===== config.mk =====
export PLATFORM = sky130hd
export DESIGN_NAME = bmmc_top
export DESIGN_NICKNAME = d
export VERILOG_FILES = /design/src/rtl/bmmc_pkg.sv /design/src/rtl/bmmc_decode.sv /design/src/rtl/bmmc_top.sv
export SDC_FILE = /design/constraint.sdc
export NUM_CORES = 1
export LEC_CHECK = 0
export BUFFER_PORTS_ARGS = -buffer_cell sky130_fd_sc_hd__buf_2
export CORE_MARGIN = 5
export CORE_UTILIZATION = 33
export DETAILED_ROUTE_END_ITERATION = 6
export GPL_TIMING_DRIVEN = 0
export PLACE_DENSITY = 0.95
export RECOVER_POWER = 50
export SLEW_MARGIN = 20
export SYNTH_ARGS = -nofsm -noshare
export SYNTH_HDL_FRONTEND = slang
export SYNTH_SLANG_ARGS = --single-unit

===== constraint.sdc =====
create_clock -name sys_clk_i -period 2.3 [get_ports sys_clk_i]
set_input_delay 0.115 -clock sys_clk_i [delete_from_list [all_inputs] [get_ports sys_clk_i]]
set_output_delay 0.115 -clock sys_clk_i [all_outputs]
set_load 0.05 [all_outputs]

===== src/rtl/bmmc_pkg.sv =====
package bmmc_pkg;
	// address map, 16-bit spaces
	localparam logic [15:0] ROM_LO = 16'h0000;
	localparam logic [15:0] ROM_HI = 16'h17FF;
	localparam logic [15:0] ROM_MIRROR_LO = 16'h8000;
	localparam logic [15:0] ROM_MIRROR_HI = 16'h97FF;
	localparam logic [15:0] RAM_LO = 16'h0000;
	localparam logic [15:0] RAM_HI = 16'h1FFF;
	localparam logic [15:0] IO_LO = 16'hFD80;
	localparam logic [15:0] IO_HI = 16'hFFFF;
	localparam logic [15:0] CFG_ADDR = 16'hFF90;
	localparam logic [15:0] USB_CONTROL_REG_ADDR = 16'hFFFC;
	localparam logic [15:0] RESET_VECTOR = 16'h0000;
	// configuration register fields
	localparam int MAP_BIT = 0;
	localparam int REV_LSB = 1;
	localparam int REV_MSB = 4;
	localparam int IRQ_ROUTE_BIT = 6;
	localparam int CLK_SEL_BIT = 7;
	localparam int ATTACH_BIT = 7;
	localparam logic [7:0] CFG_RESET = 8'h00;
	localparam logic [7:0] USB_CONTROL_REG_RESET = 8'h00;
	// where a decoded access lands
	typedef enum logic [2:0] {
		BMMC_TGT_NONE,
		BMMC_TGT_ROM,
		BMMC_TGT_RAM,
		BMMC_TGT_IO
	} bmmc_tgt_e;
	// register state carried as one struct
	typedef struct packed {
		logic map_release;
		logic irq_route;
		logic clk_sel;
		logic bus_attach;
		logic [7:0] rdata;
	} bmmc_state_s;
endpackage


===== src/rtl/bmmc_decode.sv =====
`timescale 1ns/1ps
// combinational address decoder for code and data spaces
module bmmc_decode (
	// mapping
	input wire logic map_normal_i,
	// code fetch
	input wire logic [15:0] code_addr_i,
	output bmmc_pkg::bmmc_tgt_e code_tgt_o,
	output logic [15:0] code_off_o,
	// data access
	input wire logic [15:0] data_addr_i,
	output bmmc_pkg::bmmc_tgt_e data_tgt_o
);
	// code space: ROM mirror always at 8000, low window by mode
	always_comb begin
		code_tgt_o = bmmc_pkg::BMMC_TGT_NONE;
		code_off_o = 16'h0000;
		if (code_addr_i >= bmmc_pkg::ROM_MIRROR_LO && code_addr_i <= bmmc_pkg::ROM_MIRROR_HI) begin
			code_tgt_o = bmmc_pkg::BMMC_TGT_ROM;
			code_off_o = code_addr_i - bmmc_pkg::ROM_MIRROR_LO;
		end else if (!map_normal_i && code_addr_i <= bmmc_pkg::ROM_HI) begin
			code_tgt_o = bmmc_pkg::BMMC_TGT_ROM;
			code_off_o = code_addr_i;
		end else if (map_normal_i && code_addr_i <= bmmc_pkg::RAM_HI) begin
			code_tgt_o = bmmc_pkg::BMMC_TGT_RAM;
			code_off_o = code_addr_i;
		end
	end
	// data space: RAM only in boot mode, IO window always
	always_comb begin
		data_tgt_o = bmmc_pkg::BMMC_TGT_NONE;
		if (data_addr_i >= bmmc_pkg::IO_LO) begin
			data_tgt_o = bmmc_pkg::BMMC_TGT_IO;
		end else if (!map_normal_i && data_addr_i <= bmmc_pkg::RAM_HI) begin
			data_tgt_o = bmmc_pkg::BMMC_TGT_RAM;
		end
	end
endmodule // bmmc_decode


===== src/rtl/bmmc_top.sv =====
`timescale 1ns/1ps
// Notes on behaviour
// - boot mode: ROM at 0000 and 8000
// - boot mode: RAM read/write in data space
// - normal mode: ROM only at 8000
// - normal mode: RAM is code at 0000
// - normal mode: code RAM never writable
// - FD80-FFFF always shared buffers and registers
// - reset clears map and attach bits
// - first fetch from 0000 in ROM
// - firmware sets map bit, runs from RAM
// - attach only after map switch; not enforced, the attach bit is writable in boot mode too
// - map bit bit0, set-only, reset clears
// - ROM variant ignores map bit
// - bits 4..1 read-only revision
// - bit7 selects 12 or 48 MHz
// - bit6 routes external interrupt one source
module bmmc_top #(
	parameter bit ROM_VARIANT = 1'b0,
	parameter logic [3:0] REVISION = 4'h1 // arbitrary value
) (
	// clock and reset
	input wire logic sys_clk_i,
	input wire logic sys_rst_i,
	input wire logic clk_en_i,
	// register port in data space
	input wire logic [15:0] data_addr_i,
	input wire logic data_rd_i,
	input wire logic data_wr_i,
	input wire logic [7:0] data_wdata_i,
	output logic [7:0] reg_rdata_o,
	// decoded data access
	output bmmc_pkg::bmmc_tgt_e data_tgt_o,
	output logic ram_data_we_o,
	output logic ram_data_re_o,
	output logic io_sel_o,
	// code fetch
	input wire logic [15:0] code_addr_i,
	input wire logic code_wr_i,
	output bmmc_pkg::bmmc_tgt_e code_tgt_o,
	output logic [15:0] code_off_o,
	output logic rom_sel_o,
	output logic ram_code_sel_o,
	output logic ram_code_we_o,
	output logic [15:0] reset_vector_o,
	// mode and control
	output logic map_normal_o,
	output logic bus_attach_o,
	output logic clk_48m_sel_o,
	// interrupt routing
	input wire logic port3_bit3_i,
	input wire logic [7:0] port2_i,
	output logic external_interrupt_one_o
);
	bmmc_pkg::bmmc_state_s st;
	bmmc_pkg::bmmc_state_s next_st;
	logic map_eff;
	logic cfg_wr;
	logic ctl_wr;
	logic [7:0] cfg_view;

	// ROM variant keeps the boot map whatever software writes
	assign map_eff = ROM_VARIANT ? 1'b0 : st.map_release;
	assign map_normal_o = map_eff;
	assign bus_attach_o = st.bus_attach;
	assign clk_48m_sel_o = st.clk_sel;
	assign reg_rdata_o = st.rdata;
	assign reset_vector_o = bmmc_pkg::RESET_VECTOR;

	bmmc_decode u_decode (
		.map_normal_i(map_eff),
		.code_addr_i(code_addr_i),
		.code_tgt_o(code_tgt_o),
		.code_off_o(code_off_o),
		.data_addr_i(data_addr_i),
		.data_tgt_o(data_tgt_o)
	);

	// strobes toward the memories
	assign rom_sel_o = (code_tgt_o == bmmc_pkg::BMMC_TGT_ROM);
	assign ram_code_sel_o = (code_tgt_o == bmmc_pkg::BMMC_TGT_RAM);
	// write path to code RAM gated off; no error, no stall
	assign ram_code_we_o = 1'b0;
	assign ram_data_we_o = data_wr_i && (data_tgt_o == bmmc_pkg::BMMC_TGT_RAM);
	assign ram_data_re_o = data_rd_i && (data_tgt_o == bmmc_pkg::BMMC_TGT_RAM);
	assign io_sel_o = (data_tgt_o == bmmc_pkg::BMMC_TGT_IO);

	// external interrupt one source select
	assign external_interrupt_one_o = st.irq_route ? (|port2_i) : port3_bit3_i;

	assign cfg_wr = data_wr_i && (data_addr_i == bmmc_pkg::CFG_ADDR);
	assign ctl_wr = data_wr_i && (data_addr_i == bmmc_pkg::USB_CONTROL_REG_ADDR);

	// revision is a constant, never part of the reset state
	always_comb begin
		cfg_view = 8'h00;
		cfg_view[bmmc_pkg::MAP_BIT] = st.map_release;
		cfg_view[bmmc_pkg::REV_MSB:bmmc_pkg::REV_LSB] = REVISION;
		cfg_view[bmmc_pkg::IRQ_ROUTE_BIT] = st.irq_route;
		cfg_view[bmmc_pkg::CLK_SEL_BIT] = st.clk_sel;
	end

	// next state: map bit is set-only, software can never clear it
	always_comb begin
		next_st = st;
		if (cfg_wr) begin
			next_st.map_release = st.map_release | data_wdata_i[bmmc_pkg::MAP_BIT];
			next_st.irq_route = data_wdata_i[bmmc_pkg::IRQ_ROUTE_BIT];
			next_st.clk_sel = data_wdata_i[bmmc_pkg::CLK_SEL_BIT];
		end
		if (ctl_wr) begin
			next_st.bus_attach = data_wdata_i[bmmc_pkg::ATTACH_BIT];
		end
		// read data registered one cycle after the strobe
		if (data_rd_i && data_addr_i == bmmc_pkg::CFG_ADDR) begin
			next_st.rdata = cfg_view;
		end else if (data_rd_i && data_addr_i == bmmc_pkg::USB_CONTROL_REG_ADDR) begin
			next_st.rdata = {st.bus_attach, 7'h00};
		end else if (data_rd_i) begin
			next_st.rdata = 8'h00;
		end
	end

	// state register; reset selects boot map and detached bus
	always_ff @(posedge sys_clk_i or posedge sys_rst_i) begin
		if (sys_rst_i) begin
			st <= '0;
		end else if (clk_en_i) begin
			st <= next_st;
		end
	end

	// checks
	property p_boot_rom_low;
		@(posedge sys_clk_i) disable iff (sys_rst_i)
		(!map_eff && code_addr_i <= 16'h17FF) |-> rom_sel_o && code_off_o == code_addr_i;
	endproperty
	a_boot_rom_low: assert property (p_boot_rom_low) else $error("boot rom not at zero");

	property p_mirror;
		@(posedge sys_clk_i) disable iff (sys_rst_i)
		(code_addr_i >= 16'h8000 && code_addr_i <= 16'h97FF) |->
			rom_sel_o && code_off_o == code_addr_i - 16'h8000;
	endproperty
	a_mirror: assert property (p_mirror) else $error("rom mirror decode wrong");

	property p_normal_code_ram;
		@(posedge sys_clk_i) disable iff (sys_rst_i)
		(map_eff && code_addr_i <= 16'h1FFF) |-> ram_code_sel_o && !rom_sel_o;
	endproperty
	a_normal_code_ram: assert property (p_normal_code_ram) else $error("code ram missing");

	property p_data_ram;
		@(posedge sys_clk_i) disable iff (sys_rst_i)
		(data_wr_i && data_addr_i <= 16'h1FFF) |-> (ram_data_we_o == !map_eff);
	endproperty
	a_data_ram: assert property (p_data_ram) else $error("data ram write gating wrong");

	property p_no_code_write;
		@(posedge sys_clk_i) disable iff (sys_rst_i)
		code_wr_i |-> !ram_code_we_o;
	endproperty
	a_no_code_write: assert property (p_no_code_write) else $error("code ram written");

	property p_io;
		@(posedge sys_clk_i) disable iff (sys_rst_i)
		(data_addr_i >= 16'hFD80) |-> io_sel_o;
	endproperty
	a_io: assert property (p_io) else $error("io window not decoded");

	property p_map_sticky;
		@(posedge sys_clk_i) disable iff (sys_rst_i)
		st.map_release |=> st.map_release;
	endproperty
	a_map_sticky: assert property (p_map_sticky) else $error("map bit cleared");

	property p_map_set;
		@(posedge sys_clk_i) disable iff (sys_rst_i)
		(clk_en_i && cfg_wr && data_wdata_i[0]) |=> st.map_release;
	endproperty
	a_map_set: assert property (p_map_set) else $error("map bit not set");

	property p_rev;
		@(posedge sys_clk_i) disable iff (sys_rst_i)
		(clk_en_i && data_rd_i && data_addr_i == 16'hFF90) |=> reg_rdata_o[4:1] == REVISION;
	endproperty
	a_rev: assert property (p_rev) else $error("revision field wrong");

	property p_irq;
		@(posedge sys_clk_i) disable iff (sys_rst_i)
		external_interrupt_one_o == (st.irq_route ? (|port2_i) : port3_bit3_i);
	endproperty
	a_irq: assert property (p_irq) else $error("interrupt routing wrong");

	property p_variant;
		@(posedge sys_clk_i) disable iff (sys_rst_i)
		ROM_VARIANT |-> !map_normal_o;
	endproperty
	a_variant: assert property (p_variant) else $error("rom variant remapped");

	// the reset vector must land in the rom while the boot map stands
	property p_first_fetch;
		@(posedge sys_clk_i) disable iff (sys_rst_i)
		(!map_eff && code_addr_i == reset_vector_o) |-> rom_sel_o && code_off_o == 16'h0000;
	endproperty
	a_first_fetch: assert property (p_first_fetch) else $error("fetch not rom");

	// boot mode leaves a hole above the rom, so stray fetches select nothing
	property p_boot_gap;
		@(posedge sys_clk_i) disable iff (sys_rst_i)
		(!map_eff && code_addr_i > bmmc_pkg::ROM_HI && code_addr_i <= bmmc_pkg::RAM_HI) |->
			!rom_sel_o && !ram_code_sel_o;
	endproperty
	a_boot_gap: assert property (p_boot_gap) else $error("boot gap decoded");

	property p_low_rom_gone;
		@(posedge sys_clk_i) disable iff (sys_rst_i)
		(map_eff && code_addr_i <= bmmc_pkg::ROM_HI) |-> !rom_sel_o;
	endproperty
	a_low_rom_gone: assert property (p_low_rom_gone) else $error("rom at zero");

	property p_ram_offset;
		@(posedge sys_clk_i) disable iff (sys_rst_i)
		(map_eff && code_addr_i <= bmmc_pkg::RAM_HI) |-> code_off_o == code_addr_i;
	endproperty
	a_ram_offset: assert property (p_ram_offset) else $error("ram offset wrong");

	// data side of the shared ram follows the map bit for reads as well
	property p_data_read;
		@(posedge sys_clk_i) disable iff (sys_rst_i)
		(data_rd_i && data_addr_i <= bmmc_pkg::RAM_HI) |-> (ram_data_re_o == !map_eff);
	endproperty
	a_data_read: assert property (p_data_read) else $error("ram read gating");

	// once the ram is code there is no data path left to write it through
	property p_ram_closed;
		@(posedge sys_clk_i) disable iff (sys_rst_i)
		map_eff |-> !ram_data_we_o && !ram_data_re_o;
	endproperty
	a_ram_closed: assert property (p_ram_closed) else $error("ram open as data");

	property p_io_no_ram;
		@(posedge sys_clk_i) disable iff (sys_rst_i)
		(data_addr_i >= bmmc_pkg::IO_LO) |-> !ram_data_we_o && !ram_data_re_o;
	endproperty
	a_io_no_ram: assert property (p_io_no_ram) else $error("io hits ram");

	// the map bit may only rise through a written one
	property p_map_only_set;
		@(posedge sys_clk_i) disable iff (sys_rst_i)
		(!st.map_release && !(clk_en_i && cfg_wr && data_wdata_i[bmmc_pkg::MAP_BIT])) |=>
			!st.map_release;
	endproperty
	a_map_only_set: assert property (p_map_only_set) else $error("map self set");

	property p_clk_sel_wr;
		@(posedge sys_clk_i) disable iff (sys_rst_i)
		(clk_en_i && cfg_wr) |=> clk_48m_sel_o == $past(data_wdata_i[bmmc_pkg::CLK_SEL_BIT]);
	endproperty
	a_clk_sel_wr: assert property (p_clk_sel_wr) else $error("clock sel write");

	property p_route_wr;
		@(posedge sys_clk_i) disable iff (sys_rst_i)
		(clk_en_i && cfg_wr) |=> st.irq_route == $past(data_wdata_i[bmmc_pkg::IRQ_ROUTE_BIT]);
	endproperty
	a_route_wr: assert property (p_route_wr) else $error("route write");

	property p_attach_wr;
		@(posedge sys_clk_i) disable iff (sys_rst_i)
		(clk_en_i && ctl_wr) |=> bus_attach_o == $past(data_wdata_i[bmmc_pkg::ATTACH_BIT]);
	endproperty
	a_attach_wr: assert property (p_attach_wr) else $error("attach write");

	// attach moves only on a write; the firmware alone orders it after the map switch
	property p_attach_hold;
		@(posedge sys_clk_i) disable iff (sys_rst_i)
		!(clk_en_i && ctl_wr) |=> $stable(bus_attach_o);
	endproperty
	a_attach_hold: assert property (p_attach_hold) else $error("attach moved");

	property p_ctl_read;
		@(posedge sys_clk_i) disable iff (sys_rst_i)
		(clk_en_i && data_rd_i && data_addr_i == bmmc_pkg::USB_CONTROL_REG_ADDR) |=>
			reg_rdata_o == {$past(bus_attach_o), 7'h00};
	endproperty
	a_ctl_read: assert property (p_ctl_read) else $error("control read");

	property p_map_read;
		@(posedge sys_clk_i) disable iff (sys_rst_i)
		(clk_en_i && data_rd_i && data_addr_i == bmmc_pkg::CFG_ADDR) |=>
			reg_rdata_o[bmmc_pkg::MAP_BIT] == $past(st.map_release);
	endproperty
	a_map_read: assert property (p_map_read) else $error("map readback");

	// read data stands until the next read; a low enable freezes every register
	property p_rdata_hold;
		@(posedge sys_clk_i) disable iff (sys_rst_i)
		!(clk_en_i && data_rd_i) |=> $stable(reg_rdata_o);
	endproperty
	a_rdata_hold: assert property (p_rdata_hold) else $error("read data moved");

	property p_freeze;
		@(posedge sys_clk_i) disable iff (sys_rst_i)
		!clk_en_i |=> $stable(st);
	endproperty
	a_freeze: assert property (p_freeze) else $error("state moved while frozen");

	c_switch: cover property (@(posedge sys_clk_i) disable iff (sys_rst_i)
		!map_normal_o ##1 map_normal_o);
	c_attach: cover property (@(posedge sys_clk_i) disable iff (sys_rst_i)
		map_normal_o && !bus_attach_o ##1 bus_attach_o);
	c_blocked: cover property (@(posedge sys_clk_i) disable iff (sys_rst_i)
		map_normal_o && code_wr_i);
	c_data_load: cover property (@(posedge sys_clk_i) disable iff (sys_rst_i)
		!map_normal_o && ram_data_we_o);
	c_freeze: cover property (@(posedge sys_clk_i) disable iff (sys_rst_i)
		!clk_en_i && data_wr_i);
endmodule // bmmc_top


After elaboration in Yosys (flattened, before gate mapping):

Cells that the tools add are included.

* register bits after elaboration: 12
* input bits: 55
* word-level logic and storage cells: 47

* $add $sub $neg: 1
* $lt $le $gt $ge: 6
* eq/ne operators: 6
* muxes and demuxes: 12
* bitwise operators: 1
* reductions and logical operators: 16

Operators by type and width (count)
* less-or-equal comparator 16 x 13 -> 1 bit, second input constant: 3
* two-way mux 16 bit: 3
* == test 16 bit, second input constant: 2
* greater-or-equal comparator 16 bit, second input constant: 2
* two-way mux 8 bit: 3
* less-or-equal comparator 16 bit, second input constant: 1
* subtractor 16 bit, second input constant: 1
* logical AND 1 bit: 10
* == test 3 x 2 -> 1 bit, second input constant: 3
* two-way mux 3 bit: 3
* OR reduction 8 bit: 1
* AND reduction 2 bit: 3
* two-way mux 2 bit: 2
* == test 3 x 1 -> 1 bit, second input constant: 1
* nonzero test 3 bit: 1
* logical NOT 1 bit: 1
* two-way mux 1 bit: 1
* OR 1 bit: 1

Depth between registers and ports, before layout:

Gate-level depths: netlist (run 1).

* depth in word-level cells: 6
* gate-level depth with buffers: 4
* depth with buffers taken out: 4

Hierarchy:

A second synthesis (run 1) with hierarchy kept.

* cells, all modules: 112
* area total of the unflattened synthesis: 967.2 µm²

Modules (own cells, without submodules)
* bmmc_top: instances 1, cells an instance 65, area an instance 630.6 µm²
* bmmc_decode: instances 1, cells an instance 47, area an instance 336.6 µm²

Least setup slack after synthesis (run 1):

Ideal clock, no wire load.

* kind: register -> output
* start point: reg st, in the netlist map_normal_o
* end point: out code_off_o[0]
* data arrival time: 3704 ps
* path slack: -1519 ps
* stages on the path, launching flop included: 5
* cells stage by stage: dfrtp_1 > nor4b_1 > nor2_1 > clkbuf_1 > nor2b_1

* word-level cells in the longest chain between the ends: 4
* elaborated cells between the ends (all ways): 6

RTL lines
* start: declaration: line bmmc_top.sv:55 `bmmc_pkg::bmmc_state_s st;`
* start signal: assignment: line bmmc_top.sv:129 `st <= next_st;`
* logical AND 1 bit / logical NOT 1 bit (equally long branches): line bmmc_decode.sv:24, bmmc_decode.sv:21
* two-way mux 16 bit / logical AND 1 bit (equally long branches): line bmmc_decode.sv:24, bmmc_decode.sv:21
* two-way mux 16 bit *: line bmmc_decode.sv:21 `end else if (!map_normal_i && code_addr_i <= bmmc_pkg::ROM_HI) begin`
* two-way mux 16 bit *: line bmmc_decode.sv:18 `if (code_addr_i >= bmmc_pkg::ROM_MIRROR_LO && code_addr_i <= bmmc_pkg::ROM_MIRROR_HI) begin`
* end: declaration: line bmmc_top.sv:41 `output logic [15:0] code_off_o,`

Every way passes the cells marked *; elsewhere a longest branch is shown, timed or not.

Final worst setup path (run 1):

* start point: reg st, in the netlist map_normal_o
* end point: out code_off_o[9]

The elaborated chain is that of the path after synthesis.

==> impl_summary.txt, run 1 <==
----------------------------------------------------
[Run status]
  Run status ... finished clean

[Clock tree]
  Clock sink count ... 8
  Maximum buffer depth of the clock tree ... 2
  Maximum level of the CTS H-tree ... 1
  Clock latency at the later pin of the worst-skew pair ... 0.25 ns
  Clock tree from TritonCTS ... built
  Clock transition time at the flip-flop clock pins of the worst setup and hold paths ... 0.06 ns
  CTS Root Buffer Type ... clkbuf_4
  Clock buffers created by TritonCTS ... 3

[STA]
  Final setup margin ... 0.333 ns
  RSZ-0062 raised after global routing ... false
  Fraction of the cycle the final worst path needs ... 0.855
  Maximum clock rate ... 508 MHz
  Final setup violation count ... 0
  Sum of negative setup slack ... 0 ns
  Post-route clock skew ... 0.0116 ns
  Relative slew margins ... 0.598
  Final count of pins violating max slew ... 0
  Slew at the pin with the worst max-slew slack ... 0.597 ns
  Final worst path period need ... 1.97 ns
  Final hold violations ... 0

[Critical path]
  Highest net fanout along the worst path ... 10
  Crit path kind ... reg2out
  CP max stage cell ... dfrtp_2
  Cell chain of the critical path ... nor4b_4 > nor2_1 > clkbuf_2 > nor2b_4 > buf_2
  Number of cell instances on the worst register-to-register path ... 3
  Capturing element type of the critical path ... output port
  Critical path required time ... 2.18 ns
  Type of origin of the critical path ... flip-flop
  Arrival time of data at the critical path endpoint ... 1.85 ns
  Longest individual stage delay on the worst path ... 0.44 ns

[Synth]
  Number of synthesized flops with an enable pin ... 0
  Dominant register cell in the synthesized netlist ... dfrtp_1
  Basic-gate share of the synthesized area counting and, or, nand and nor cells ... 0.334
  Number of distinct library cells after synthesis ... 29
  Post-synthesis cell type with the largest combined area ... buf_4
  Sequential area share after synthesis ... 0.250
  Synth Area per Inst ... 8.62 um^2
  Warning count from the yosys run ... 0
  Post-synthesis adder-cell area fraction ... 0
  Instance count of the mapped netlist ... 93
  Fraction of synthesized area in multiplexers ... 0.0421
  Post-synthesis compound-gate area fraction ... 0.103
  Cell Area, Synth ... 802 um^2
  Post-synthesis share of cell area spent on xor and xnor gates ... 0
  Share of Yosys cell area claimed by the top area cell type ... 0.253
  Synthesized flop and latch total ... 8
  Combinational family with the most area after synthesis ... simple AND/OR/NAND/NOR gates
  Share of synthesized flip-flops with an asynchronous set or reset ... 1.00
  Leading post-synthesis cells by cell area ... buf_4 (25%), dfrtp_1 (25%), nor2b_1 (10%), nor4_1 (4.7%), mux2_1 (4.2%)

[Global route]
  Leftover overflow at the end of global routing ... 0
  Vias in the first global route ... 923
  Wire length of the first global-routing pass ... 3.77 mm
  Initial antenna violation count ... 0
  Global router's overall resource usage ... 0.137
  Pin count of the biggest net entering global routing ... 11

[Floorplan]
  Starting Density ... 0.352
  Io pins ... 111
  Horizontal die dimension ... 59.3 um
  Row count ... 17
  Height of the die ... 59.3 um
  Total die area ... 3520 um^2
  Standard cell core area ... 2280 um^2

[Detailed routing]
  Routed Wire Length ... 2.52 mm
  Total via count after detailed routing ... 960
  Routed wirelength normalized by instance count ... 11.0 um
  Iter 0 DRT Violations ... 3
  First-pass iteration count of the detailed router ... 2
  DRC violation count after routing ... 0
  Via density ... 4.19
  Number of nets with antenna violations after detailed routing ... 0

[Run]
  Count of maximum capacitance violations ... 0

[Placement]
  Post-detailed-placement half-perimeter wirelength ... 2.40 mm
  Worst-case setup slack after placement ... 0.596 ns
  Total of buffers placed on input and output ports ... 78
  Routability Congestion ... 0.704
  Placed cell areas ... 1420 um^2

[Worst hold path]
  Hold-critical path depth ... 2
  Tightest Hold Check Type ... in2reg

[Power and ir drop]
  Total design power ... 532 uW
  Worst VDD drop ... 233 uV
  Power density over the cells ... 372 nW/um^2
  Leak Pwr ... 0.868 nW

[Final layout]
  Layout Nets ... 257
  Antenna cell count ... 0
  Syn-to-layout area delta ... 78.5%
  Share of cells above drive strength 1 ... 0.567
  Leading cell type in the layout, fill and taps excluded ... buf_2
  Highest-count cells in the layout ignoring fill and taps ... buf_2 (67), buf_4 (27), conb_1 (26), clkbuf_1 (12), nor2b_4 (10)
  Final Cell Area ... 1430 um^2

----------------------------------------------------
==> critical path, delay by kind of cell, from the launching register on <==
| kind | cells | cell delay, ns |
|---|---|---|
| buffers and inverters | 2 | 0.62 |
| DFF | 1 | 0.44 |
| and+or+nand+nor | 3 | 0.53 |
==> Yosys cell counts (2+ instances only) <==
cell and instances:
a21boi_0 2, a22o_1 3, buf_4 27, nor2b_1 13, dfrtp_1 8, and2_1 2
nor2_1 2, nand4_1 2, a21o_1 3, mux2_1 3, inv_1 2, nor4_1 6
nor4b_1 2, nand2_1 3
==> area by class of cell <==
| class | count | area, um^2 |
|---|---|---|
| fill | 197 | 845 |
| multi-input combinational | 80 | 567 |
| timing repair buffer | 79 | 387 |
| buffer | 28 | 208 |
| sequential | 8 | 201 |
| tap | 28 | 35.0 |
| clock buffer | 4 | 26.3 |
| inverter | 2 | 7.51 |
==> final timing paths <==
check	startpoint	endpoint	slack, ns
setup / recovery	map_normal_o	code_off_o[9]	0.33
hold / removal	data_wdata_i[0]	map_normal_o	0.06
setup reg to reg	bus_attach_o	reg_rdata_o[7]	1.33
hold reg to reg	reg_rdata_o[1]	reg_rdata_o[1]	0.48
max in group asynchronous	sys_rst_i	map_normal_o	1.70
min in group asynchronous	sys_rst_i	reg_rdata_o[1]	0.35
==> state kept, by name (all words and copies together) (netlist names) <==
register / flops
bus_attach_o: 1
cfg_view: 1
clk_48m_sel_o: 1
map_normal_o: 1
reg_rdata_o: 4
==> cells by family (layout without fill, tap and decap cells) <==
group / count (synthesis) / after routing
simple gates: 40 / 40
compound gates: 11 / 11
buf+inv: 30 / 113
flops: 8 / 8
mux: 3 / 3
other cells: 1 / 26
==> timing repair <==
item / in CTS / in global routing
gates resized for setup: 0 / 0
hold endpoints to repair: 8 / 0
buffers inserted: 0 / 0
hold buffers: 1 / 0
==> through the flow <==
step                hold slack (ns)  cells  utilization
global placement             0.0623    224        0.624
detailed placement           0.0776    224        0.624
finish                       0.0631    229        0.629
CTS                          0.0553    229        0.640
global route                 0.0628    229        0.629
floorplan                   -0.0694    118            -
==> routing by layer <==
| metal | global-route usage | up-vias | part of all wire |
|---|---|---|---|
| met1 | 0.128 | 403 | 0.32 |
| met2 | 0.262 | 67 | 0.53 |
| met4 | 0.0485 | 0 | 0.0079 |
| li1 | - | 488 | - |
| met5 | 0 | - | 0 |
| met3 | 0.0545 | 2 | 0.15 |
==> where the power goes <==
group          internal (mW)  switching (mW)  leakage (nW)
sequential             0.141       0.0000164         0.110
clock                 0.0664          0.0480        0.0150
combinational         0.0889           0.188         0.743
(Power assumes the default switching activity.)
==> run 2, diff against run 1 <==
- CORE_UTILIZATION: 33 -> 30
- PLACE_DENSITY: 0.95 -> 0.91
- clock period: 2.3 -> 1.9 ns (I/O delays scaled with it)
==> run 2 against run 1 <==
- non-clock buffer count stayed put
- setup slack worse by 0.21 ns
- final area is 1.2% higher
- die area is 8.3% higher
- highest routed layer unchanged
==> impl_summary.txt, run 2 (synthesis gave the netlist of run 1 again) <==
----------------------------------------------------
[STA]
  Final count of pins violating max slew ... 0
  RSZ-0062 raised after global routing ... false
  Fraction of the cycle the final worst path needs ... 0.937
  Slew at the pin with the worst max-slew slack ... 0.651 ns
  Final worst path period need ... 1.78 ns
  Final hold violations ... 0
  Final setup violation count ... 0
  Post-route clock skew ... 0.00574 ns
  Post-Route Hold Slack ... 0.0355 ns
  Maximum clock rate ... 562 MHz
  Relative slew margins ... 0.562

[Run]
  Count of maximum capacitance violations ... 0

[Power and ir drop]
  Worst VDD drop ... 321 uV
  Total design power ... 654 uW
  Power density over the cells ... 452 nW/um^2
  Leak Pwr ... 0.870 nW

[Global route]
  Pin count of the biggest net entering global routing ... 11
  Vias in the first global route ... 915
  Global router's overall resource usage ... 0.137
  Leftover overflow at the end of global routing ... 0
  Initial antenna violation count ... 0
  Wire length of the first global-routing pass ... 3.85 mm

[Placement]
  Total of buffers placed on input and output ports ... 78
  Routability Congestion ... 0.694
  Post-detailed-placement half-perimeter wirelength ... 2.53 mm
  Placed cell count ... 226

[Detailed routing]
  Via density ... 4.26
  Routed Wire Length ... 2.74 mm
  DRC violation count after routing ... 0
  Number of nets with antenna violations after detailed routing ... 0
  Iter 0 DRT Violations ... 14
  First-pass iteration count of the detailed router ... 2
  Total via count after detailed routing ... 985
  Routed wirelength normalized by instance count ... 11.9 um

[Worst hold path]
  Tightest Hold Check Type ... in2reg

[Clock tree]
  Clock tree from TritonCTS ... built
  CTS Root Buffer Type ... clkbuf_4
  Resized cells post-CTS ... 0
  Clock buffers created by TritonCTS ... 3
  Clock latency at the later pin of the worst-skew pair ... 0.26 ns
  Maximum level of the CTS H-tree ... 1
  Clock sink count ... 8
  Clock transition time at the flip-flop clock pins of the worst setup and hold paths ... 0.06 ns
  Maximum buffer depth of the clock tree ... 2
  # Post-CTS Setup Buffers ... 0

[Final layout]
  Highest-count cells in the layout ignoring fill and taps ... buf_2 (66), buf_4 (27), conb_1 (26), clkbuf_1 (13), nor2b_4 (10)
  Antenna cell count ... 0
  Max FFs per register ... 4
  Share of cells above drive strength 1 ... 0.572
  Layout Nets ... 257
  Count of placed standard cells in the final layout, fillers left out ... 231
  Register cell area after layout ... 201 um^2
  Syn-to-layout area delta ... 80.7%
  # fillers ... 251
  Leading cell type in the layout, fill and taps excluded ... buf_2
  Multi-input combinational cell area ... 574 um^2

[Floorplan]
  Row count ... 18
  Total die area ... 3810 um^2
  Io pins ... 111
  Standard cell core area ... 2520 um^2
  Starting Density ... 0.318
  Horizontal die dimension ... 61.7 um
  Height of the die ... 61.7 um

[Critical path]
  Highest net fanout along the worst path ... 10
  CP bufs+invs ... 2
  Longest individual stage delay on the worst path ... 0.44 ns
  Type of origin of the critical path ... flip-flop
  Critical path required time ... 1.80 ns
  CP max stage cell ... dfrtp_2
  Arrival time of data at the critical path endpoint ... 1.69 ns
  Capturing element type of the critical path ... output port
  Cell chain of the critical path ... nor4b_4 > nor2_2 > clkbuf_8 > nor2b_4 > buf_2
  Crit path kind ... reg2out
  Kind of cell adding the most delay to the critical path ... simple AND/OR/NAND/NOR gates

[Run status]
  Run status ... finished clean

----------------------------------------------------
-- run 2: changes by cell type in the layout (fill, tap and decap cells not counted), sizes merged --
| cell | change |
|---|---|
| clkbuf | +1 |
| buf | -1 |
-- run 2: cell type report --
class                   instances  area share
inverters                       2     0.00518
repair buffers                 79       0.266
plain buffers                  28       0.149
multi-input cells              80       0.396
flip-flops and latches          8       0.139
well taps                      30      0.0259
clock buffers                   4      0.0181
-- run 2: timing repair --
| item | CTS | global route |
|---|---|---|
| hold buffers | 1 | 0 |
| hold endpoints to repair | 8 | 0 |
| setup endpoints to repair | 0 | 0 |
-- run 2: worst paths after layout --
check | cells after the start | slack [ns] | from | end
worst min register to register | 1 | 0.49 | reg_rdata_o[1] | reg_rdata_o[1]
worst max-delay path | 5 | 0.12 | map_normal_o | code_off_o[4]
worst max register to register | 3 | 0.89 | bus_attach_o | reg_rdata_o[7]
max in group asynchronous | 3 | 1.33 | sys_rst_i | map_normal_o
worst min-delay path | 2 | 0.04 | data_wdata_i[0] | map_normal_o
min in group asynchronous | 3 | 0.32 | sys_rst_i | reg_rdata_o[1]
-- run 2: through the flow --
step / util / worst slack (ns) / cell area, um^2 / TNS [ns]
final: 0.574 / 0.120 / 1450 / 0
after global routing: 0.574 / 0.0333 / 1450 / 0
after CTS: 0.585 / 0.0929 / 1480 / 0
after detailed placement: 0.570 / 0.230 / 1440 / 0
after global placement: 0.570 / 0.271 / 1440 / 0
after floorplan: - / -0.282 / 1010 / -1.77
-- run 2: power breakdown --
group          switching (mW)  internal [mW]  total (mW)
Combinational           0.231          0.109       0.340
Sequential          0.0000209          0.170       0.170
Clock                  0.0631         0.0807       0.144
-- run 2: metal layers --
layer,vias up,share of wire,global-route usage
li1,490,-,-
met1,417,0.28,0.123
met2,74,0.53,0.284
met3,4,0.17,0.0393
met4,0,0.013,0.0455
met5,-,0,0
-- run 2: worst register-to-register path: cells and delay by family (launching register included) --
| kind | cells | cell delay [ns] |
|---|---|---|
| AND/OR/NAND/NOR | 1 | 0.15 |
| AO/OA/AOI/OAI | 2 | 0.35 |
| flip-flops | 1 | 0.39 |
